--- src/pkg/spibsd_defines.vh ---
// Register map, field positions and reset values of the serial port block
`ifndef SPIBSD_DEFINES_VH
`define SPIBSD_DEFINES_VH
`define SPIBSD_ADDR_CTRL1 12'h000
`define SPIBSD_ADDR_CTRL2 12'h004
`define SPIBSD_ADDR_BAUD 12'h008
`define SPIBSD_ADDR_STATUS 12'h00C
`define SPIBSD_ADDR_DATA 12'h010
`define SPIBSD_ADDR_IRQ_MASK 12'h014
`define SPIBSD_ADDR_IRQ_STAT 12'h018
`define SPIBSD_CTRL1_ENABLE 6
`define SPIBSD_CTRL1_MASTER 4
`define SPIBSD_CTRL2_MODE_FAULT_FLAG_EN 4
`define SPIBSD_ST_RXFULL 7
`define SPIBSD_ST_TXEMPTY 5
`define SPIBSD_ST_MODE_FAULT_FLAG 4
`define SPIBSD_IRQ_RX 0
`define SPIBSD_IRQ_TX 1
`define SPIBSD_IRQ_MODE_FAULT_FLAG 2
`define SPIBSD_CTRL1_RESET 8'h00
`define SPIBSD_CTRL2_RESET 8'h00
`define SPIBSD_BAUD_RESET 8'h00
`define SPIBSD_DATA_RESET 8'h00
`define SPIBSD_MASK_RESET 3'h0
`define SPIBSD_BITS_PER_XFER 4'h8
`endif

--- src/spibsd_top.v ---
// Serial port with baud divider, status flags, data path and APB slave
`include "spibsd_defines.vh"
`default_nettype none

module spibsd_top (
    input wire pclk,
    input wire presetn,
    input wire psel,
    input wire penable,
    input wire pwrite,
    input wire [11:0] paddr,
    input wire [31:0] pwdata,
    output reg [31:0] prdata,
    output wire pready,
    output wire pslverr,
    output wire irq,
    input wire sck_in,
    output reg sck_out,
    output reg sck_oe,
    input wire mosi_in,
    output reg mosi_out,
    output reg mosi_oe,
    input wire miso_in,
    output reg miso_out,
    output reg miso_oe,
    input wire ss_n_in
);

    // ****************************************
    // Helpers
    // ****************************************
    // Half period of sck in pclk cycles: divisor / 2
    function [10:0] spibsd_half_div;
        input [2:0] pre;
        input [2:0] sel;
        begin
            spibsd_half_div = ({8'h00, pre} + 11'h001) << sel;
        end
    endfunction

    // ****************************************
    // Registers
    // ****************************************
    reg [7:0] ctrl1_q;
    reg [7:0] ctrl2_q;
    reg [7:0] baud_q;
    reg [7:0] rx_data_q;
    reg [7:0] tx_data_q;
    reg [2:0] irq_mask_q;
    reg [2:0] irq_stat_q;
    reg rx_full_q;
    reg tx_empty_q;
    reg mode_fault_flag_q;
    reg rx_seen_q;
    reg tx_seen_q;
    reg mode_fault_flag_seen_q;

    // Pin synchronisers: 3 stages, change taken when stages 2 and 3 agree
    reg [2:0] sck_sync_q;
    reg [2:0] mosi_sync_q;
    reg [2:0] miso_sync_q;
    reg [2:0] ss_sync_q;
    reg sck_f_q;
    reg mosi_f_q;
    reg miso_f_q;
    reg ss_f_q;

    // Shifter
    localparam ST_IDLE = 2'd0;
    localparam ST_LEAD = 2'd1;
    localparam ST_TRAIL = 2'd2;
    reg [1:0] state_q;
    reg [7:0] shift_q;
    reg [3:0] bit_cnt_q;
    reg [10:0] div_cnt_q;
    reg in_bit_q;
    reg sck_prev_q;

    wire wr_acc = psel & penable & pwrite;
    wire rd_acc = psel & penable & ~pwrite;
    wire enabled = ctrl1_q[`SPIBSD_CTRL1_ENABLE];
    wire is_master = ctrl1_q[`SPIBSD_CTRL1_MASTER];
    wire mode_fault_flag_en = ctrl2_q[`SPIBSD_CTRL2_MODE_FAULT_FLAG_EN];
    wire [10:0] half_div = spibsd_half_div(baud_q[6:4], baud_q[2:0]);
    wire wr_ctrl1 = wr_acc && (paddr == `SPIBSD_ADDR_CTRL1);
    wire rd_stat = rd_acc && (paddr == `SPIBSD_ADDR_STATUS);
    wire rd_data = rd_acc && (paddr == `SPIBSD_ADDR_DATA);
    wire wr_data = wr_acc && (paddr == `SPIBSD_ADDR_DATA);
    wire ss_fault = enabled & is_master & mode_fault_flag_en & ~ss_f_q;
    wire slave_sel = enabled & ~is_master & ~ss_f_q;

    assign pready = 1'b1;
    assign pslverr = 1'b0;
    assign irq = |(irq_stat_q & irq_mask_q);

    // ****************************************
    // Pin input filtering
    // ****************************************
    always @(posedge pclk or negedge presetn) begin
        if (!presetn) begin
            sck_sync_q <= 3'h0;
            mosi_sync_q <= 3'h0;
            miso_sync_q <= 3'h0;
            ss_sync_q <= 3'h7;
            sck_f_q <= 1'b0;
            mosi_f_q <= 1'b0;
            miso_f_q <= 1'b0;
            ss_f_q <= 1'b1;
        end else begin
            sck_sync_q <= {sck_sync_q[1:0], sck_in};
            mosi_sync_q <= {mosi_sync_q[1:0], mosi_in};
            miso_sync_q <= {miso_sync_q[1:0], miso_in};
            ss_sync_q <= {ss_sync_q[1:0], ss_n_in};
            if (sck_sync_q[1] == sck_sync_q[2]) begin
                sck_f_q <= sck_sync_q[2];
            end
            if (mosi_sync_q[1] == mosi_sync_q[2]) begin
                mosi_f_q <= mosi_sync_q[2];
            end
            if (miso_sync_q[1] == miso_sync_q[2]) begin
                miso_f_q <= miso_sync_q[2];
            end
            if (ss_sync_q[1] == ss_sync_q[2]) begin
                ss_f_q <= ss_sync_q[2];
            end
        end
    end

    // ****************************************
    // Shift engine
    // ****************************************
    reg xfer_done;
    reg tx_take;
    always @(posedge pclk or negedge presetn) begin
        if (!presetn) begin
            state_q <= ST_IDLE;
            shift_q <= `SPIBSD_DATA_RESET;
            bit_cnt_q <= 4'h0;
            div_cnt_q <= 11'h000;
            in_bit_q <= 1'b0;
            sck_prev_q <= 1'b0;
            xfer_done <= 1'b0;
            tx_take <= 1'b0;
        end else begin
            xfer_done <= 1'b0;
            tx_take <= 1'b0;
            sck_prev_q <= sck_f_q;
            if (!enabled || ss_fault) begin
                state_q <= ST_IDLE;
                bit_cnt_q <= 4'h0;
            end else if (is_master) begin
                case (state_q)
                    ST_IDLE: begin
                        if (!tx_empty_q && !tx_take) begin
                            shift_q <= tx_data_q;
                            tx_take <= 1'b1;
                            bit_cnt_q <= 4'h0;
                            div_cnt_q <= 11'h001;
                            state_q <= ST_LEAD;
                        end
                    end
                    ST_LEAD: begin
                        if (div_cnt_q >= half_div) begin
                            div_cnt_q <= 11'h001;
                            state_q <= ST_TRAIL;
                        end else begin
                            div_cnt_q <= div_cnt_q + 11'h001;
                        end
                    end
                    ST_TRAIL: begin
                        if (div_cnt_q >= half_div) begin
                            div_cnt_q <= 11'h001;
                            // Late miso sample absorbs the pin filter delay
                            shift_q <= {shift_q[6:0], miso_f_q};
                            if (bit_cnt_q == `SPIBSD_BITS_PER_XFER - 4'h1) begin
                                xfer_done <= 1'b1;
                                state_q <= ST_IDLE;
                            end else begin
                                bit_cnt_q <= bit_cnt_q + 4'h1;
                                state_q <= ST_LEAD;
                            end
                        end else begin
                            div_cnt_q <= div_cnt_q + 11'h001;
                        end
                    end
                    default: state_q <= ST_IDLE;
                endcase
            end else if (!slave_sel) begin
                state_q <= ST_IDLE;
                bit_cnt_q <= 4'h0;
                if (!tx_empty_q && !tx_take) begin
                    shift_q <= tx_data_q;
                    tx_take <= 1'b1;
                end
            end else begin
                // Slave: sample on rising sck, shift on falling
                state_q <= ST_LEAD;
                if (sck_f_q && !sck_prev_q) begin
                    in_bit_q <= mosi_f_q;
                end else if (!sck_f_q && sck_prev_q) begin
                    shift_q <= {shift_q[6:0], in_bit_q};
                    if (bit_cnt_q == `SPIBSD_BITS_PER_XFER - 4'h1) begin
                        bit_cnt_q <= 4'h0;
                        xfer_done <= 1'b1;
                    end else begin
                        bit_cnt_q <= bit_cnt_q + 4'h1;
                    end
                end
            end
        end
    end

    // ****************************************
    // Pin drive
    // ****************************************
    always @(posedge pclk or negedge presetn) begin
        if (!presetn) begin
            sck_out <= 1'b0;
            sck_oe <= 1'b0;
            mosi_out <= 1'b0;
            mosi_oe <= 1'b0;
            miso_out <= 1'b0;
            miso_oe <= 1'b0;
        end else begin
            sck_out <= (state_q == ST_TRAIL);
            sck_oe <= enabled & is_master & ~ss_fault;
            mosi_oe <= enabled & is_master & ~ss_fault;
            mosi_out <= shift_q[7];
            miso_oe <= slave_sel & ~mode_fault_flag_q;
            miso_out <= shift_q[7];
        end
    end

    // ****************************************
    // Status flags and data buffers
    // ****************************************
    always @(posedge pclk or negedge presetn) begin
        if (!presetn) begin
            rx_data_q <= `SPIBSD_DATA_RESET;
            tx_data_q <= `SPIBSD_DATA_RESET;
            rx_full_q <= 1'b0;
            tx_empty_q <= 1'b1;
            mode_fault_flag_q <= 1'b0;
            rx_seen_q <= 1'b0;
            tx_seen_q <= 1'b0;
            mode_fault_flag_seen_q <= 1'b0;
        end else begin
            if (rd_stat) begin
                // Arm from the flags the reader was actually shown
                rx_seen_q <= prdata[`SPIBSD_ST_RXFULL];
                tx_seen_q <= prdata[`SPIBSD_ST_TXEMPTY];
                mode_fault_flag_seen_q <= prdata[`SPIBSD_ST_MODE_FAULT_FLAG];
            end
            // Receive: later bytes lost while flag unserviced
            if (xfer_done && !rx_full_q) begin
                rx_data_q <= shift_q;
                rx_full_q <= 1'b1;
            end else if (rd_data && rx_seen_q) begin
                rx_full_q <= 1'b0;
                rx_seen_q <= 1'b0;
            end
            // Transmit queue
            if (wr_data && tx_seen_q && tx_empty_q) begin
                tx_data_q <= pwdata[7:0];
                tx_empty_q <= 1'b0;
                tx_seen_q <= 1'b0;
            end else if (tx_take) begin
                tx_empty_q <= 1'b1;
            end else if (wr_data) begin
                tx_seen_q <= 1'b0;
            end
            if (ss_fault) begin
                mode_fault_flag_q <= 1'b1;
            end else if (wr_ctrl1 && mode_fault_flag_seen_q) begin
                mode_fault_flag_q <= 1'b0;
                mode_fault_flag_seen_q <= 1'b0;
            end
        end
    end

    // ****************************************
    // Control registers and interrupts
    // ****************************************
    wire [2:0] irq_ev = {ss_fault, tx_take, xfer_done & ~rx_full_q};
    always @(posedge pclk or negedge presetn) begin
        if (!presetn) begin
            ctrl1_q <= `SPIBSD_CTRL1_RESET;
            ctrl2_q <= `SPIBSD_CTRL2_RESET;
            baud_q <= `SPIBSD_BAUD_RESET;
            irq_mask_q <= `SPIBSD_MASK_RESET;
            irq_stat_q <= 3'h0;
        end else begin
            if (wr_ctrl1) begin
                ctrl1_q <= pwdata[7:0];
            end else if (ss_fault) begin
                ctrl1_q[`SPIBSD_CTRL1_MASTER] <= 1'b0;
            end
            if (wr_acc && paddr == `SPIBSD_ADDR_CTRL2) begin
                ctrl2_q <= pwdata[7:0];
            end
            if (wr_acc && paddr == `SPIBSD_ADDR_BAUD) begin
                baud_q <= pwdata[7:0] & 8'h77;
            end
            if (wr_acc && paddr == `SPIBSD_ADDR_IRQ_MASK) begin
                irq_mask_q <= pwdata[2:0];
            end
            if (wr_acc && paddr == `SPIBSD_ADDR_IRQ_STAT) begin
                irq_stat_q <= (irq_stat_q & ~pwdata[2:0]) | irq_ev;
            end else begin
                irq_stat_q <= irq_stat_q | irq_ev;
            end
        end
    end

    // ****************************************
    // Read data
    // ****************************************
    always @(posedge pclk or negedge presetn) begin
        if (!presetn) begin
            prdata <= 32'h00000000;
        end else if (psel && !penable && !pwrite) begin
            if (paddr == `SPIBSD_ADDR_CTRL1) begin
                prdata <= {24'h000000, ctrl1_q};
            end else if (paddr == `SPIBSD_ADDR_CTRL2) begin
                prdata <= {24'h000000, ctrl2_q};
            end else if (paddr == `SPIBSD_ADDR_BAUD) begin
                prdata <= {24'h000000, baud_q};
            end else if (paddr == `SPIBSD_ADDR_STATUS) begin
                prdata <= {24'h000000, rx_full_q, 1'b0, tx_empty_q, mode_fault_flag_q,
                           4'h0};
            end else if (paddr == `SPIBSD_ADDR_DATA) begin
                prdata <= {24'h000000, rx_data_q};
            end else if (paddr == `SPIBSD_ADDR_IRQ_MASK) begin
                prdata <= {29'h00000000, irq_mask_q};
            end else if (paddr == `SPIBSD_ADDR_IRQ_STAT) begin
                prdata <= {29'h00000000, irq_stat_q};
            end else begin
                prdata <= 32'h00000000;
            end
        end
    end

endmodule // spibsd_top
`default_nettype wire

--- config.mk ---
export PLATFORM = sky130hd
export DESIGN_NAME = spibsd_top
export DESIGN_NICKNAME = d
export VERILOG_FILES = /design/src/spibsd_top.v
export VERILOG_INCLUDE_DIRS = /design/src /design/src/pkg
export SDC_FILE = /design/constraint.sdc
export NUM_CORES = 1
export LEC_CHECK = 0
export BUFFER_PORTS_ARGS = -buffer_cell sky130_fd_sc_hd__buf_2
export CAP_MARGIN = 40
export CORE_AREA = 4 4 123 125
export DETAILED_ROUTE_END_ITERATION = 7
export DIE_AREA = 0 0 127 129
export GPL_TIMING_DRIVEN = 0
export SLEW_MARGIN = 20
export SYNTH_ARGS = -nofsm -noshare
export SYNTH_HDL_FRONTEND = slang
export SYNTH_SLANG_ARGS = --single-unit
--- constraint.sdc ---
create_clock -name pclk -period 3.35 [get_ports pclk]
set_input_delay 0 -clock pclk [delete_from_list [all_inputs] [get_ports pclk]]
set_output_delay 0 -clock pclk [all_outputs]
set_load 0.05 [all_outputs]
==> implementation parameters <==
Parameter                              Value

Run status
  Outcome ... completed

Floorplan
  Overall die area ... 0.01638 mm2
  Die X-Extent ... 127 um
  Initial cell density of the core ... 39.58%
  Core footprint ... 0.01388 mm2
  Die boundary height ... 129 um
  I/O pins ... 94
  Standard-cell rows ... 43

Clocking
  Number of levels the H-tree was split into ... 3
  Number of buffers created by CTS ... 9
  CTS clock-pin slew for the worst setup and hold paths ... 0.08 ns
  CTS tree ... built
  Max clock buf depth ... 2
  CTS root buf ... sky130_fd_sc_hd__clkbuf_16
  TritonCTS sink count ... 107
  Latest clock arrival within the worst-skew pair ... 0.36 ns

Worst setup path
  Worst setup startpoint ... baud_q[4]$_DFFE_PN0P_
  Capturing element type of the critical path ... flop
  Class of the most critical setup path ... reg2reg
  Slack of the worst reg-to-reg path ... 0.15 ns
  Highest net fanout along the worst path ... 8
  Startpoint type of the worst setup path ... flop
  Endpoint required time on the critical path ... 3.65 ns
  RR Startpoint ... baud_q[4]$_DFFE_PN0P_
  Data arrival, critical path ... 3.50 ns

Cells and area
  Area delta synth->final ... 19.52%
  Most used cells in the layout excluding fill and tap cells ... sky130_fd_sc_hd__dfrtp_1, sky130_fd_sc_hd__nand2_1, sky130_fd_sc_hd__buf_2, sky130_fd_sc_hd__nor2_1, sky130_fd_sc_hd__mux2_2
  Leading cell type in the layout, fill and taps excluded ... sky130_fd_sc_hd__dfrtp_1
  Fraction of layout cells with a size suffix above 1 ... 26.06%
  Count of inserted antenna diode cells ... 0
  Final #Nets ... 680

Placement
  HPWL after DPL ... 9.264 mm
  Post-Place Setup Slack ... -0.1234 ns
  Last weighted congestion value of the routability-driven placer ... 0.8512
  Quantity of I/O buffers inserted on ports ... 41

Timing
  Share of the clock period used by the worst path ... 95.62%
  Worst Clk Skew ... 0.01222 ns
  Setup slack after layout ... 0.1468 ns
  Final Critical Period ... 3.203 ns
  Slew @ Worst Pin ... 0.8415 ns
  Sum Neg Setup Slack ... 0 ns
  Endpoints failing hold ... 0
  Worst-case headroom to the max-slew limit ... 43.59%
  Peak clock frequency supported by timing ... 0.3122 GHz
  Final count of negative-setup-slack endpoints ... 0
  Worst hold slack ... 0.01392 ns
  Max Transition Viols Final ... 0

Detailed routing
  Wire length per cell ... 16.08 um
  Vias ... 4166
  Via count normalized by instance count ... 5.247
  DR DRC count ... 0
  Number of search-and-repair iterations in the first detailed-routing pass ... 5
  Final routed wirelength across all metal layers ... 12.77 mm
  Count of nets left with antenna violations after detail routing ... 0
  DR iter-0 viols ... 282

Synthesis
  Top FF cell, synth ... sky130_fd_sc_hd__dfrtp_1
  Sequential element share of the synthesized area ... 48.85%
  Total of warnings raised by yosys ... 0
  Avg Synthesized Cell Area ... 10.57 um2
  Cell area after synthesis ... 0.005494 mm2
  Gate count of the mapped netlist ... 520
  Number of enable flip-flop cells after synthesis ... 0
  Number of storage elements in the synthesis netlist ... 107
  Synth async-reset ratio ... 100.0%
  Library cells used by synthesis ... 70

Pwr
  Pwr dens ... 412.8 mW/mm2
  Leakage ... 3.137 nW
  Worst-case vdd ir drop ... 0.0002894 V

GRT
  GR Overflow Total ... 0
  Number of global-route vias before repair ... 4029
  Largest net degree at the start of global routing ... 64
  Initial antenna violation count ... 0
  GRT Total Usage ... 15.91%
  First-pass GRT wire length ... 20.78 mm

Hold path
  Source of the worst hold timing path ... pwrite
  Type of the worst min-delay path ... in2reg

Job
  Max-cap violations ... 0
## final timing paths
check,endpoint,cells past startpoint
max in group asynchronous,ss_f_q$_DFFE_PN1N_,3
min in group asynchronous,tx_data_q[1]$_DFFE_PN0P_,2
hold / removal,rx_seen_q$_DFF_PN0_,3
setup / recovery,bit_cnt_q[3]$_DFFE_PN0P_,12
setup reg to reg,bit_cnt_q[3]$_DFFE_PN0P_,12
hold reg to reg,miso_sync_q[1]$_DFF_PN0_,0
## critical path: stages (launching register included)
cell                        delay, ns
sky130_fd_sc_hd__dfrtp_2         0.45
sky130_fd_sc_hd__ha_1            0.24
sky130_fd_sc_hd__xor2_2          0.15
sky130_fd_sc_hd__mux2i_1         0.12
sky130_fd_sc_hd__o21ai_0         0.26
sky130_fd_sc_hd__a22oi_1         0.14
sky130_fd_sc_hd__ha_1            0.31
sky130_fd_sc_hd__a21oi_1         0.07
sky130_fd_sc_hd__o21ai_2         0.26
sky130_fd_sc_hd__a2111oi_4       0.14
sky130_fd_sc_hd__a211o_1         0.42
sky130_fd_sc_hd__or4_1           0.52
sky130_fd_sc_hd__nand2_1         0.07
## timing repair
action,CTS,global route
buffers inserted,0,3
setup endpoints to repair,10,26
hold buffers,12,0
cloned,0,0
hold endpoints to repair,69,0
pin swaps,0,6
gates resized for setup,4,13
## report_power, final
part,internal [W],total [W],switching (W)
Combinational,0.0000684,0.000230,0.000161
Sequential,0.00131,0.00132,0.0000119
Clock,0.000662,0.00116,0.000495
Total,0.00204,0.00271,0.000668
## cell families after synthesis
| logic type | after synthesis | share of synthesized area (%) |
|---|---|---|
| AO/OA/AOI/OAI | 115 | 13.78 |
| XOR/XNOR | 8 | 1.275 |
| adder cells (fa/ha/maj) | 22 | 4.828 |
| buffers and inverters | 60 | 6.217 |
| flip-flops | 107 | 48.85 |
| multiplexers | 49 | 9.861 |
| other | 2 | 0.1367 |
| AND/OR/NAND/NOR | 157 | 15.05 |
## registers in the layout, indices dropped and copies added (netlist names), 3 cells and up
| name | flops |
|---|---|
| ss_sync_q | 3 |
| prdata | 8 |
| tx_data_q | 8 |
| ctrl2_q | 8 |
| miso_sync_q | 3 |
| rx_data_q | 8 |
| ctrl1_q | 8 |
| bit_cnt_q | 4 |
| irq_mask_q | 3 |
| div_cnt_q | 11 |
| irq_stat_q | 3 |
| sck_sync_q | 3 |
| baud_q | 6 |
| mosi_sync_q | 3 |
| shift_q | 8 |
## routing by layer
layer	GRT usage (%)	routed length [um]	up-vias
met2	25.00	5823	106
li1	-	-	1999
met5	0	0	-
met4	5.489	183	0
met1	22.24	6088	2047
met3	2.906	672	14
## synth_stat cells (all sizes together), types with 9 or more instances
cell type | instances | area share, %
nor2 | 44 | 3.3
dfrtp | 102 | 46
nor3 | 9 | 1.2
nand3 | 14 | 1.3
ha | 18 | 4.1
inv | 16 | 1.1
buf | 35 | 4.5
a2bb2oi | 9 | 1.4
o22ai | 10 | 1.1
o21ai | 26 | 2.4
nand2 | 48 | 3.3
mux2 | 41 | 8.4
a21oi | 26 | 2.4
clkbuf | 9 | 0.61
## area by class of cell
| cell class | count | area, um2 |
|---|---|---|
| clock buffer | 9 | 225.2 |
| timing repair buffer | 57 | 381.6 |
| fill | 1269 | 7315 |
| sequential | 107 | 2685 |
| clock inverter | 7 | 100.1 |
| inverter | 16 | 60.06 |
| multi-input combinational | 377 | 2619 |
| buffer | 41 | 270.3 |
| tap | 180 | 225.2 |
## metrics by stage
stage | cells | cell area (um2) | total power [W] | utilization (%)
after floorplan | 544 | 5584 | 0.001492 | -
after global routing | 794 | 6566 | 0.002798 | 47.30
after CTS | 793 | 6505 | 0.002731 | 46.86
final | 794 | 6566 | 0.002711 | 47.30
after detailed placement | 766 | 6048 | 0.001569 | 43.57
after global placement | 765 | 6015 | 0.001561 | 43.33
Note: power is estimated with default switching activity, not from simulation.
